<file path="src/pkg/ias_pkg.sv">
`default_nettype none
package ias_pkg;
    // Clock and instruction cycle timing
    localparam int CLK_HZ = 20000000;
    localparam int CLKS_PER_PHASE = 4;
    localparam int PHASES_PER_CYCLE = 4;
    localparam logic [3:0] CNT_FIRST = 4'h0;
    localparam logic [3:0] CNT_STEP = 4'h1;
    localparam logic [3:0] CNT_LAST = 4'hF;
    // Last clock of the second phase; the next edge is the one before the third phase
    localparam logic [3:0] CNT_RECOG = 4'h7;
    localparam int PHASE_LSB = 2;
    localparam int PHASE_W = 2;

    // Request sources, lowest index has the highest priority
    localparam int SRC_N = 3;
    localparam logic [SRC_N-1:0] SRC_NONE = 3'h0;

    // Status word width and its value after entry
    localparam int PSW_W = 5;
    localparam logic [PSW_W-1:0] PSW_CLEARED = 5'h00;

    // Sequencer state; Gray steps along execute, second table cycle, entry
    typedef enum logic [1:0] {
        IAS_EXEC = 2'h0,
        IAS_TM2 = 2'h1,
        IAS_ENTRY = 2'h3
    } ias_state_t;

    // What the instruction sequencer reports about the current instruction
    typedef struct packed {
        logic table_move;
        logic enable_irqs;
        logic disable_irqs;
        logic skip_taken;
    } ias_instr_t;

    // Strobes issued during the entry cycle
    typedef struct packed {
        logic save_pc;
        logic save_psw;
        logic clear_psw;
        logic [SRC_N-1:0] irq_clear;
    } ias_entry_t;

    // One-hot pick of the highest priority live request
    function automatic logic [SRC_N-1:0] ias_pick(input logic [SRC_N-1:0] live);
        logic [SRC_N-1:0] pick;
        pick = SRC_NONE;
        for (int i = SRC_N - 1; i >= 0; i--) begin
            if (live[i]) begin
                pick = SRC_NONE;
                pick[i] = 1'b1;
            end
        end
        return pick;
    endfunction
endpackage
`default_nettype wire

</file>
<file path="src/ias_sequencer.sv">
`timescale 1ns/10ps
`default_nettype none
module ias_sequencer (
    input wire logic clock_in, // CPU clock
    input wire logic rst_n_in, // Synchronous reset, active low
    input wire ias_pkg::ias_instr_t instr_in, // Current instruction from the sequencer
    input wire logic [ias_pkg::SRC_N-1:0] source_irq_pending_in, // Request flags
    input wire logic [ias_pkg::SRC_N-1:0] source_irq_enable_in, // Per-source enables
    output logic [1:0] machine_phase_out, // Phase within the instruction cycle
    output logic cycle_end_out, // Last clock of an instruction cycle
    output logic int_cycle_out, // Entry cycle in progress
    output logic table_move_second_out, // Second cycle of a table move
    output ias_pkg::ias_entry_t entry_out, // Entry strobes
    output logic [ias_pkg::PSW_W-1:0] psw_value_out, // Value to load into the status word
    output logic vector_fetch_out, // First clock of the vector fetch cycle
    output logic master_enable_out // Master interrupt enable
);
    logic [3:0] cnt_q;
    ias_pkg::ias_state_t state_q;
    logic inte_q;
    logic ei_arm_q;
    logic recog_q;
    ias_pkg::ias_entry_t entry_q;
    logic vector_q;
    logic [ias_pkg::SRC_N-1:0] live;
    logic request_live;
    logic cycle_end;
    logic recog_point;
    logic in_exec;
    logic gate;
    logic defer;
    logic take;

    // Cycle boundaries and recognition point
    assign cycle_end = (cnt_q == ias_pkg::CNT_LAST);
    assign recog_point = (cnt_q == ias_pkg::CNT_RECOG);
    assign in_exec = (state_q == ias_pkg::IAS_EXEC);
    assign live = source_irq_pending_in & source_irq_enable_in;
    assign request_live = (live != ias_pkg::SRC_NONE);
    // An enable instruction in flight already opens recognition, but never acceptance
    assign gate = inte_q | ei_arm_q | (in_exec & instr_in.enable_irqs);
    // Cycles after which a recognized request must still wait
    assign defer = in_exec
        & (instr_in.table_move | instr_in.skip_taken | instr_in.enable_irqs);
    // Acceptance needs the request still live at the boundary, so a vanished flag is dropped
    assign take = cycle_end & recog_q & request_live
        & (state_q != ias_pkg::IAS_ENTRY) & ~defer;

    // Free running clock counter inside the instruction cycle
    always_ff @(posedge clock_in) begin
        if (!rst_n_in) begin
            cnt_q <= ias_pkg::CNT_FIRST;
        end else if (cycle_end) begin
            cnt_q <= ias_pkg::CNT_FIRST;
        end else begin
            cnt_q <= cnt_q + ias_pkg::CNT_STEP;
        end
    end

    // Instruction cycle sequencing
    always_ff @(posedge clock_in) begin
        if (!rst_n_in) begin
            state_q <= ias_pkg::IAS_EXEC;
        end else if (cycle_end) begin
            case (state_q)
                ias_pkg::IAS_EXEC: begin
                    if (take) begin
                        state_q <= ias_pkg::IAS_ENTRY;
                    end else if (instr_in.table_move) begin
                        state_q <= ias_pkg::IAS_TM2;
                    end else begin
                        state_q <= ias_pkg::IAS_EXEC;
                    end
                end
                ias_pkg::IAS_TM2: begin
                    state_q <= take ? ias_pkg::IAS_ENTRY : ias_pkg::IAS_EXEC;
                end
                ias_pkg::IAS_ENTRY: begin
                    state_q <= ias_pkg::IAS_EXEC;
                end
                default: begin
                    state_q <= ias_pkg::IAS_EXEC;
                end
            endcase
        end
    end

    // Master enable; the enable instruction arms it and the next boundary sets it
    always_ff @(posedge clock_in) begin
        if (!rst_n_in) begin
            inte_q <= 1'b0;
            ei_arm_q <= 1'b0;
        end else if (cycle_end) begin
            if (take || (in_exec && instr_in.disable_irqs)) begin
                inte_q <= 1'b0;
                ei_arm_q <= 1'b0;
            end else if (ei_arm_q) begin
                inte_q <= 1'b1;
                ei_arm_q <= 1'b0;
            end else if (in_exec && instr_in.enable_irqs) begin
                ei_arm_q <= 1'b1;
            end
        end
    end

    // Recognition latch; a deferring cycle carries it, any other boundary settles it
    always_ff @(posedge clock_in) begin
        if (!rst_n_in) begin
            recog_q <= 1'b0;
        end else if (recog_point && gate && request_live && state_q != ias_pkg::IAS_ENTRY) begin
            recog_q <= 1'b1;
        end else if (cycle_end && !defer) begin
            recog_q <= 1'b0;
        end
    end

    // Entry strobes: save and clear on the first clock, status wipe on the second
    always_ff @(posedge clock_in) begin
        if (!rst_n_in) begin
            entry_q <= '0;
        end else begin
            entry_q.save_pc <= take;
            entry_q.save_psw <= take;
            entry_q.irq_clear <= take ? ias_pkg::ias_pick(live) : ias_pkg::SRC_NONE;
            entry_q.clear_psw <= entry_q.save_psw;
        end
    end

    // Vector fetch marker right after the entry cycle
    always_ff @(posedge clock_in) begin
        if (!rst_n_in) begin
            vector_q <= 1'b0;
        end else begin
            vector_q <= cycle_end && (state_q == ias_pkg::IAS_ENTRY);
        end
    end

    // Outputs
    assign machine_phase_out = cnt_q[ias_pkg::PHASE_LSB +: ias_pkg::PHASE_W];
    assign cycle_end_out = cycle_end;
    assign int_cycle_out = (state_q == ias_pkg::IAS_ENTRY);
    assign table_move_second_out = (state_q == ias_pkg::IAS_TM2);
    assign entry_out = entry_q;
    assign psw_value_out = ias_pkg::PSW_CLEARED;
    assign vector_fetch_out = vector_q;
    assign master_enable_out = inte_q;

    a_take_needs_enable: assert property (@(posedge clock_in) disable iff (!rst_n_in)
        $rose(int_cycle_out) |-> $past(recog_q) && $past(request_live))
        else $error("entry without an enabled pending request");

    a_plain_accept: assert property (@(posedge clock_in) disable iff (!rst_n_in)
        (cycle_end && in_exec && recog_q && request_live && !defer)
        |=> int_cycle_out [*8])
        else $error("ordinary instruction did not lead to entry");

    a_table_move_hold: assert property (@(posedge clock_in) disable iff (!rst_n_in)
        (cycle_end && in_exec && instr_in.table_move)
        |=> table_move_second_out ##15 table_move_second_out)
        else $error("table move second cycle missing");

    a_skip_hold: assert property (@(posedge clock_in) disable iff (!rst_n_in)
        (cycle_end && in_exec && instr_in.skip_taken) |=> !int_cycle_out [*8])
        else $error("entry started during skipped cycle");

    a_entry_strobes: assert property (@(posedge clock_in) disable iff (!rst_n_in)
        $rose(int_cycle_out) |-> entry_out.save_pc && entry_out.save_psw
        && $onehot(entry_out.irq_clear) ##1 entry_out.irq_clear == ias_pkg::SRC_NONE)
        else $error("entry strobes wrong");

    a_ei_delay: assert property (@(posedge clock_in) disable iff (!rst_n_in)
        (cycle_end && in_exec && instr_in.enable_irqs && !master_enable_out && !ei_arm_q)
        |=> !master_enable_out ##15 !master_enable_out)
        else $error("master enable set too early");

    a_ei_no_nest: assert property (@(posedge clock_in) disable iff (!rst_n_in)
        (cycle_end && in_exec && instr_in.enable_irqs) |=> !int_cycle_out [*8])
        else $error("interrupt taken right after enable");

    a_recog_edge: assert property (@(posedge clock_in) disable iff (!rst_n_in)
        $rose(recog_q) |-> machine_phase_out == 2'h2 && $past(cnt_q) == ias_pkg::CNT_RECOG)
        else $error("recognition off the third phase edge");

    a_psw_wipe: assert property (@(posedge clock_in) disable iff (!rst_n_in)
        entry_out.save_psw |=> entry_out.clear_psw
        && psw_value_out == ias_pkg::PSW_CLEARED)
        else $error("status word not cleared after save");

    a_entry_length: assert property (@(posedge clock_in) disable iff (!rst_n_in)
        $rose(int_cycle_out) |-> ##15 int_cycle_out
        ##1 (!int_cycle_out && vector_fetch_out))
        else $error("entry cycle length or vector fetch wrong");

    a_cycle_period: assert property (@(posedge clock_in) disable iff (!rst_n_in)
        cycle_end_out |=> !cycle_end_out [*8] ##8 cycle_end_out)
        else $error("instruction cycle not sixteen clocks");

    a_di_clears: assert property (@(posedge clock_in) disable iff (!rst_n_in)
        (cycle_end && in_exec && instr_in.disable_irqs) |=> !master_enable_out)
        else $error("master enable survived a disable instruction");

    a_entry_drops_enable: assert property (@(posedge clock_in) disable iff (!rst_n_in)
        $rose(int_cycle_out) |-> !master_enable_out && !table_move_second_out)
        else $error("master enable still set in entry cycle");

    a_recog_gated: assert property (@(posedge clock_in) disable iff (!rst_n_in)
        $rose(recog_q) |-> $past(gate) && $past(request_live) && !int_cycle_out)
        else $error("request recognized without enable");

    // The vector marker must follow the entry cycle directly and last one clock
    a_vector_single: assert property (@(posedge clock_in) disable iff (!rst_n_in)
        vector_fetch_out |-> $past(int_cycle_out) && !int_cycle_out ##1 !vector_fetch_out)
        else $error("vector fetch marker misplaced");
endmodule
`default_nettype wire

</file>
<file path="config.mk">
export PLATFORM = sky130hd
export DESIGN_NAME = ias_sequencer
export DESIGN_NICKNAME = d
export VERILOG_FILES = /design/src/pkg/ias_pkg.sv /design/src/ias_sequencer.sv
export SDC_FILE = /design/constraint.sdc
export NUM_CORES = 1
export LEC_CHECK = 0
export ABC_AREA = 1
export ABC_CLOCK_PERIOD_IN_PS = 1500
export BUFFER_PORTS_ARGS = -buffer_cell sky130_fd_sc_hd__buf_2
export CAP_MARGIN = 20
export CORE_AREA = 2 2 48 50
export CTS_BUF_LIST = sky130_fd_sc_hd__clkbuf_8
export CTS_CLUSTER_SIZE = 24
export DETAILED_ROUTE_END_ITERATION = 12
export DIE_AREA = 0 0 50 52
export PLACE_DENSITY_LB_ADDON = 0.08
export SLEW_MARGIN = 20
export SYNTH_ARGS = -nofsm -noshare
export SYNTH_HDL_FRONTEND = slang
export SYNTH_SLANG_ARGS = --single-unit
</file>
<file path="constraint.sdc">
create_clock -name clock_in -period 1.5 [get_ports clock_in]
set_clock_uncertainty 0.2 [all_clocks]
set_input_delay 0.075 -clock clock_in [delete_from_list [all_inputs] [get_ports clock_in]]
set_output_delay 0.075 -clock clock_in [all_outputs]
set_load 0.01 [all_outputs]
</file>
Word level (Yosys, flattened, before mapping):

Index checks and enable logic that the tools add are counted.

* shifts and indexed selects: 0
* $add $sub $neg: 1
* eq/ne operators: 5
* bitwise gates (word level): 14
* muxes and demuxes: 14
* magnitude comparators: 0
* multiply operators: 0
* divide/modulo/power cells: 0
* reduce and logical (&&, ||, !) cells: 18

Operators with widths (number)
* $mux 1: 9
* $logic_and 1x1->1: 7
* $and 1x1->1: 6
* $mux 2: 3
* $add 4x1->4 const B: 1
* $eq 4x3->1 const B: 1
* $eq 4x4->1 const B: 1
* $or 1x1->1: 4
* $pmux 2 s2: 1
* $reduce_and 2->1: 2
* $reduce_bool 2->1: 2
* $reduce_or 4->1: 1
* $and 3x3->3: 1
* $mux 3: 1
* $not 1->1: 3
* $reduce_bool 3->1: 1
* $reduce_or 3->1: 1
* $eq 2x1->1 const B: 1
* $eq 2x2->1 const B: 1
* $logic_not 2->1: 1
* $ne 2x2->1 const B: 1
* $reduce_or 2->1: 1
* $logic_not 1->1: 1
* $logic_or 1x1->1: 1

* output and inout bits: 18
* input bits: 12
* bits in latches: 0
* bits in writable memories: 0
* flip-flop bits (word level): 15
* bits in read-only memories: 0
* memories: 0

Depth between registers and ports, before layout:

* depth after elaboration: 8
* mapped depth: 7
* mapped depth without buffers: 7

Least setup slack after synthesis:

OpenSTA, ideal clock, no wires.

* path type: register to register
* start: reg cnt_q[0]
* end: reg ei_arm_q
* arrival time: 1.083 ns
* buffers on the path: 0
* cell stages (with the launch flop): 7
* required time: 1.181 ns
* setup slack: 0.098 ns
* cell sequence: dfxtp_1 ha_1 nand3_4 nor2_4 nand3_1 nand3_1 a21oi_1

* word-level cells in the longest chain between the ends: 7

RTL lines
* start, declared: RTL line ias_sequencer.sv:18 `logic [3:0] cnt_q;`
* start signal, assigned: RTL line ias_sequencer.sv:52 `cnt_q <= ias_pkg::CNT_FIRST;`
* start signal, assigned: RTL line ias_sequencer.sv:54 `cnt_q <= ias_pkg::CNT_FIRST;`
* start signal, assigned: RTL line ias_sequencer.sv:56 `cnt_q <= cnt_q + ias_pkg::CNT_STEP;`
* $eq 4x4->1 *: RTL line ias_sequencer.sv:35 `assign cycle_end = (cnt_q == ias_pkg::CNT_LAST);`
* $and 1x1->1 (2 in series): RTL line ias_sequencer.sv:46 `assign take = cycle_end & recog_q & request_live`
* $and 1x1->1 (2 in series): RTL line ias_sequencer.sv:47 `& (state_q != ias_pkg::IAS_ENTRY) & ~defer;`
* $logic_or 1x1->1: RTL line ias_sequencer.sv:94 `if (take || (in_exec && instr_in.disable_irqs)) begin`
* $mux 1: RTL line ias_sequencer.sv:94
* end signal, assigned: RTL line ias_sequencer.sv:92 `ei_arm_q <= 1'b0;`
* end signal, assigned: RTL line ias_sequencer.sv:96 `ei_arm_q <= 1'b0;`
* end signal, assigned: RTL line ias_sequencer.sv:99 `ei_arm_q <= 1'b0;`
* end, declared: RTL line ias_sequencer.sv:21 `logic ei_arm_q;`

Every way passes the cells marked *; elsewhere a longest branch is shown, timed or not.
A chain may end at the register's enable or synchronous reset.

Worst setup path after layout:

* start: reg cnt_q[0]
* end: out cycle_end_out

* word-level cells in the longest chain between the ends: 1

RTL lines
* $eq 4x4->1: RTL line ias_sequencer.sv:35
* end, declared: RTL line ias_sequencer.sv:10 `output logic cycle_end_out,`

Every way passes these cells.

==> metrics.txt <==
post-layout instance area=995 sq um; largest net degree at the start of global routing=9; area leader, netlist=dfxtp_1; WS Path Type=flip-flop to primary output; top-area cell type share of the netlist area=42.6%; Iter 0 DRT Violations=12; # port buffers=24; internal power=0.629 mW; Slowest Stage Delay on Critical Path=0.38 ns; top-count cell post-synth=nand2_1; # rows=17; clock share of power=38.2%; Initial Utilization=33.5%; wire per inst=8.81 um; Final Power=0.807 mW; DRT Wirelength=1370 um; dpl cell area=837 sq um; first-pass GRT wire length=2320 um; DR vias=655; WP data arrival=1.13 ns; wl on met1=643 um; HP Class=input pin to flip-flop; overall global routing resource usage=12.2%; FF+latch count, synth=15; Die H=52 um; DR WL met2=646 um; Main synth FF type=dfxtp_1; Worst-path clk slew=0.06 ns; post-route DRC violation count=0; maxcap violations=0; commonest cells in the netlist=nand2_1 (21), dfxtp_1 (15), inv_1 (10), nor2_1 (10), buf_4 (8); FMAX=0.711 GHz; reg2reg end=master_enable_out; Crit Reg-Reg Startpoint=cnt_q[0]; Area growth, synth to finish=41.2%; Post-synth EDFFs=0; Switch Pwr=0.179 mW; data required time of the critical path=1.22 ns; status=complete, no violations; wire length on met3=67 um; via-per-instance ratio=4.23; Reg power frac=51.1%; top fanout value on the critical path=4; sw frac=22.1%; post-CTS setup buffer count=0; Critical path origin=cnt_q[0]; CP top delay family=flip-flops; GRT overflow=0; cell area after synthesis=704 sq um; ys async rst share=0%; CTS tree=yes; GPL Wtd Cong=0.707; post-synthesis sequential area ratio=42.6%; Ant. Diodes=0; Logic pwr share=10.7%; vias in the first global route=540; clk_lat worst skew=0.24 ns; crit path capture type=primary output; Max Used Layer=met4; Pleak=0.504 nW; fin crit share=93.8%; Worst VDD drop=0.448 mV; first-pass detailed-route iteration total=4; crit path to=cycle_end_out; Max clock buf depth=2; synth unique cells=20; Crit path depth=4; Slew Viols, Final=0; H-tree depth=1; Syn Area/Cell=7.74 sq um; PwrDens=812 nW/um^2; core area=2110 sq um; count of final setup violators=0; critical path's slowest cell=dfxtp_1; Die W=50 um; nets=141; clock root buffer=clkbuf_8; Worst Reg-to-Reg Cells=6; antenna-violating nets left=0; TritonCTS Buffers=3; Ports=30; minimum clock period=1.41 ns; final hold violations=0; die area=2600 sq um; dpl hpwl=1080 um; r2r setup slk=0.12 ns; clock sinks=15; Area contributors post-synth=dfxtp_1 (43%), nand2_1 (11%), buf_4 (8.5%); Synth Instances=91; fraction of layout cells with a size suffix above 1=32.3%; WP buf/inv=2; initial antenna violation count=0; type of origin of the critical path=flip-flop; worst-path cell chain=ha_4 > nand3_4 > inv_1 > buf_2; synth warn=0
[sequential cells by signal, summed over array words and instances (netlist names)]
name	count
master_enable_out	1
ei_arm_q	1
vector_fetch_out	1
cnt_q	4
entry_out	5
recog_q	1
state_q	2
[layer usage]
metal | vias to the layer above | track usage, %
met4 | 0 | 5.56
met5 | - | 0
met2 | 16 | 18.4
met3 | 2 | 5.17
li1 | 346 | -
met1 | 291 | 15.0
[timing repair]
item | CTS | global route
endpoints found under the setup margin | 0 | 7
hold endpoints to repair | 9 | 0
gates resized for setup | 0 | 5
hold buffers | 9 | 0
[cell usage in the layout (no fill, tap or decap), drive strengths merged]
cell type,n
xor2,1
dlygate4sd3,9
clkbuf,3
buf,27
a21oi,4
inv,12
nor2,12
nand4,1
ha,1
nand2,22
nand3,7
dfxtp,15
conb,5
nor3,4
o21ai,4
[worst min path at each step]
stage | end | cells past startpoint | slack [ns] | start
CTS | ei_arm_q | 5 | 0.03 | instr_in[2]
floorplan | entry_out[3] | 2 | -0.03 | rst_n_in
global route | ei_arm_q | 5 | 0.04 | instr_in[2]
detailed placement | entry_out[2] | 3 | 0.15 | source_irq_enable_in[2]
global placement | entry_out[2] | 3 | 0.15 | source_irq_enable_in[2]
finish | ei_arm_q | 5 | 0.03 | instr_in[2]
[worst min-delay path: stages]
cell	delay [ns]
buf_2	0.10
nand2_1	0.08
nor2_1	0.04
nand3_1	0.07
a21oi_1	0.05
[final cells by class]
cell class | instances | area [sq um]
Fill cell | 215 | 1110
Multi-Input combinational cell | 61 | 340
Sequential cell | 15 | 300
Timing Repair Buffer | 36 | 233
Clock buffer | 3 | 41.3
Inverter | 11 | 41.3
Tap cell | 28 | 35.0
Clock inverter | 1 | 3.75
[power by group through the flow]
| stage | clock (mW) | combinational (mW) | sequential [mW] |
|---|---|---|---|
| floorplan | 0 | 0.0483 | 0.419 |
| global placement | 0 | 0.0638 | 0.419 |
| detailed placement | 0 | 0.0642 | 0.419 |
| CTS | 0.320 | 0.0822 | 0.410 |
| global route | 0.348 | 0.0977 | 0.413 |
| finish | 0.309 | 0.0860 | 0.413 |
[per-stage QoR]
stage	setup TNS, ns	cells	util, %	setup slack, ns	hold WS, ns
after floorplan	0	95	-	0.0977	-0.0315
after global placement	0	142	39.8	0.0460	0.153
after detailed placement	0	142	39.8	0.00983	0.153
after CTS	0	155	46.2	0.00519	0.0315
after global routing	-0.00144	155	47.2	-0.00144	0.0431
final	0	155	47.2	0.0934	0.0304
[cell families (layout without fill, tap and decap cells)]
kind of cell	count (synthesis)	count (layout)	share of synthesized area, %
compound gates	8	8	6.22
xor+xnor	1	1	1.24
fa+ha+maj	1	1	1.78
buf+inv	19	51	14.4
flops	15	15	42.6
other cells	1	5	0.532
simple gates	46	46	33.2
No activity file was read; power rests on OpenSTA's default activity.
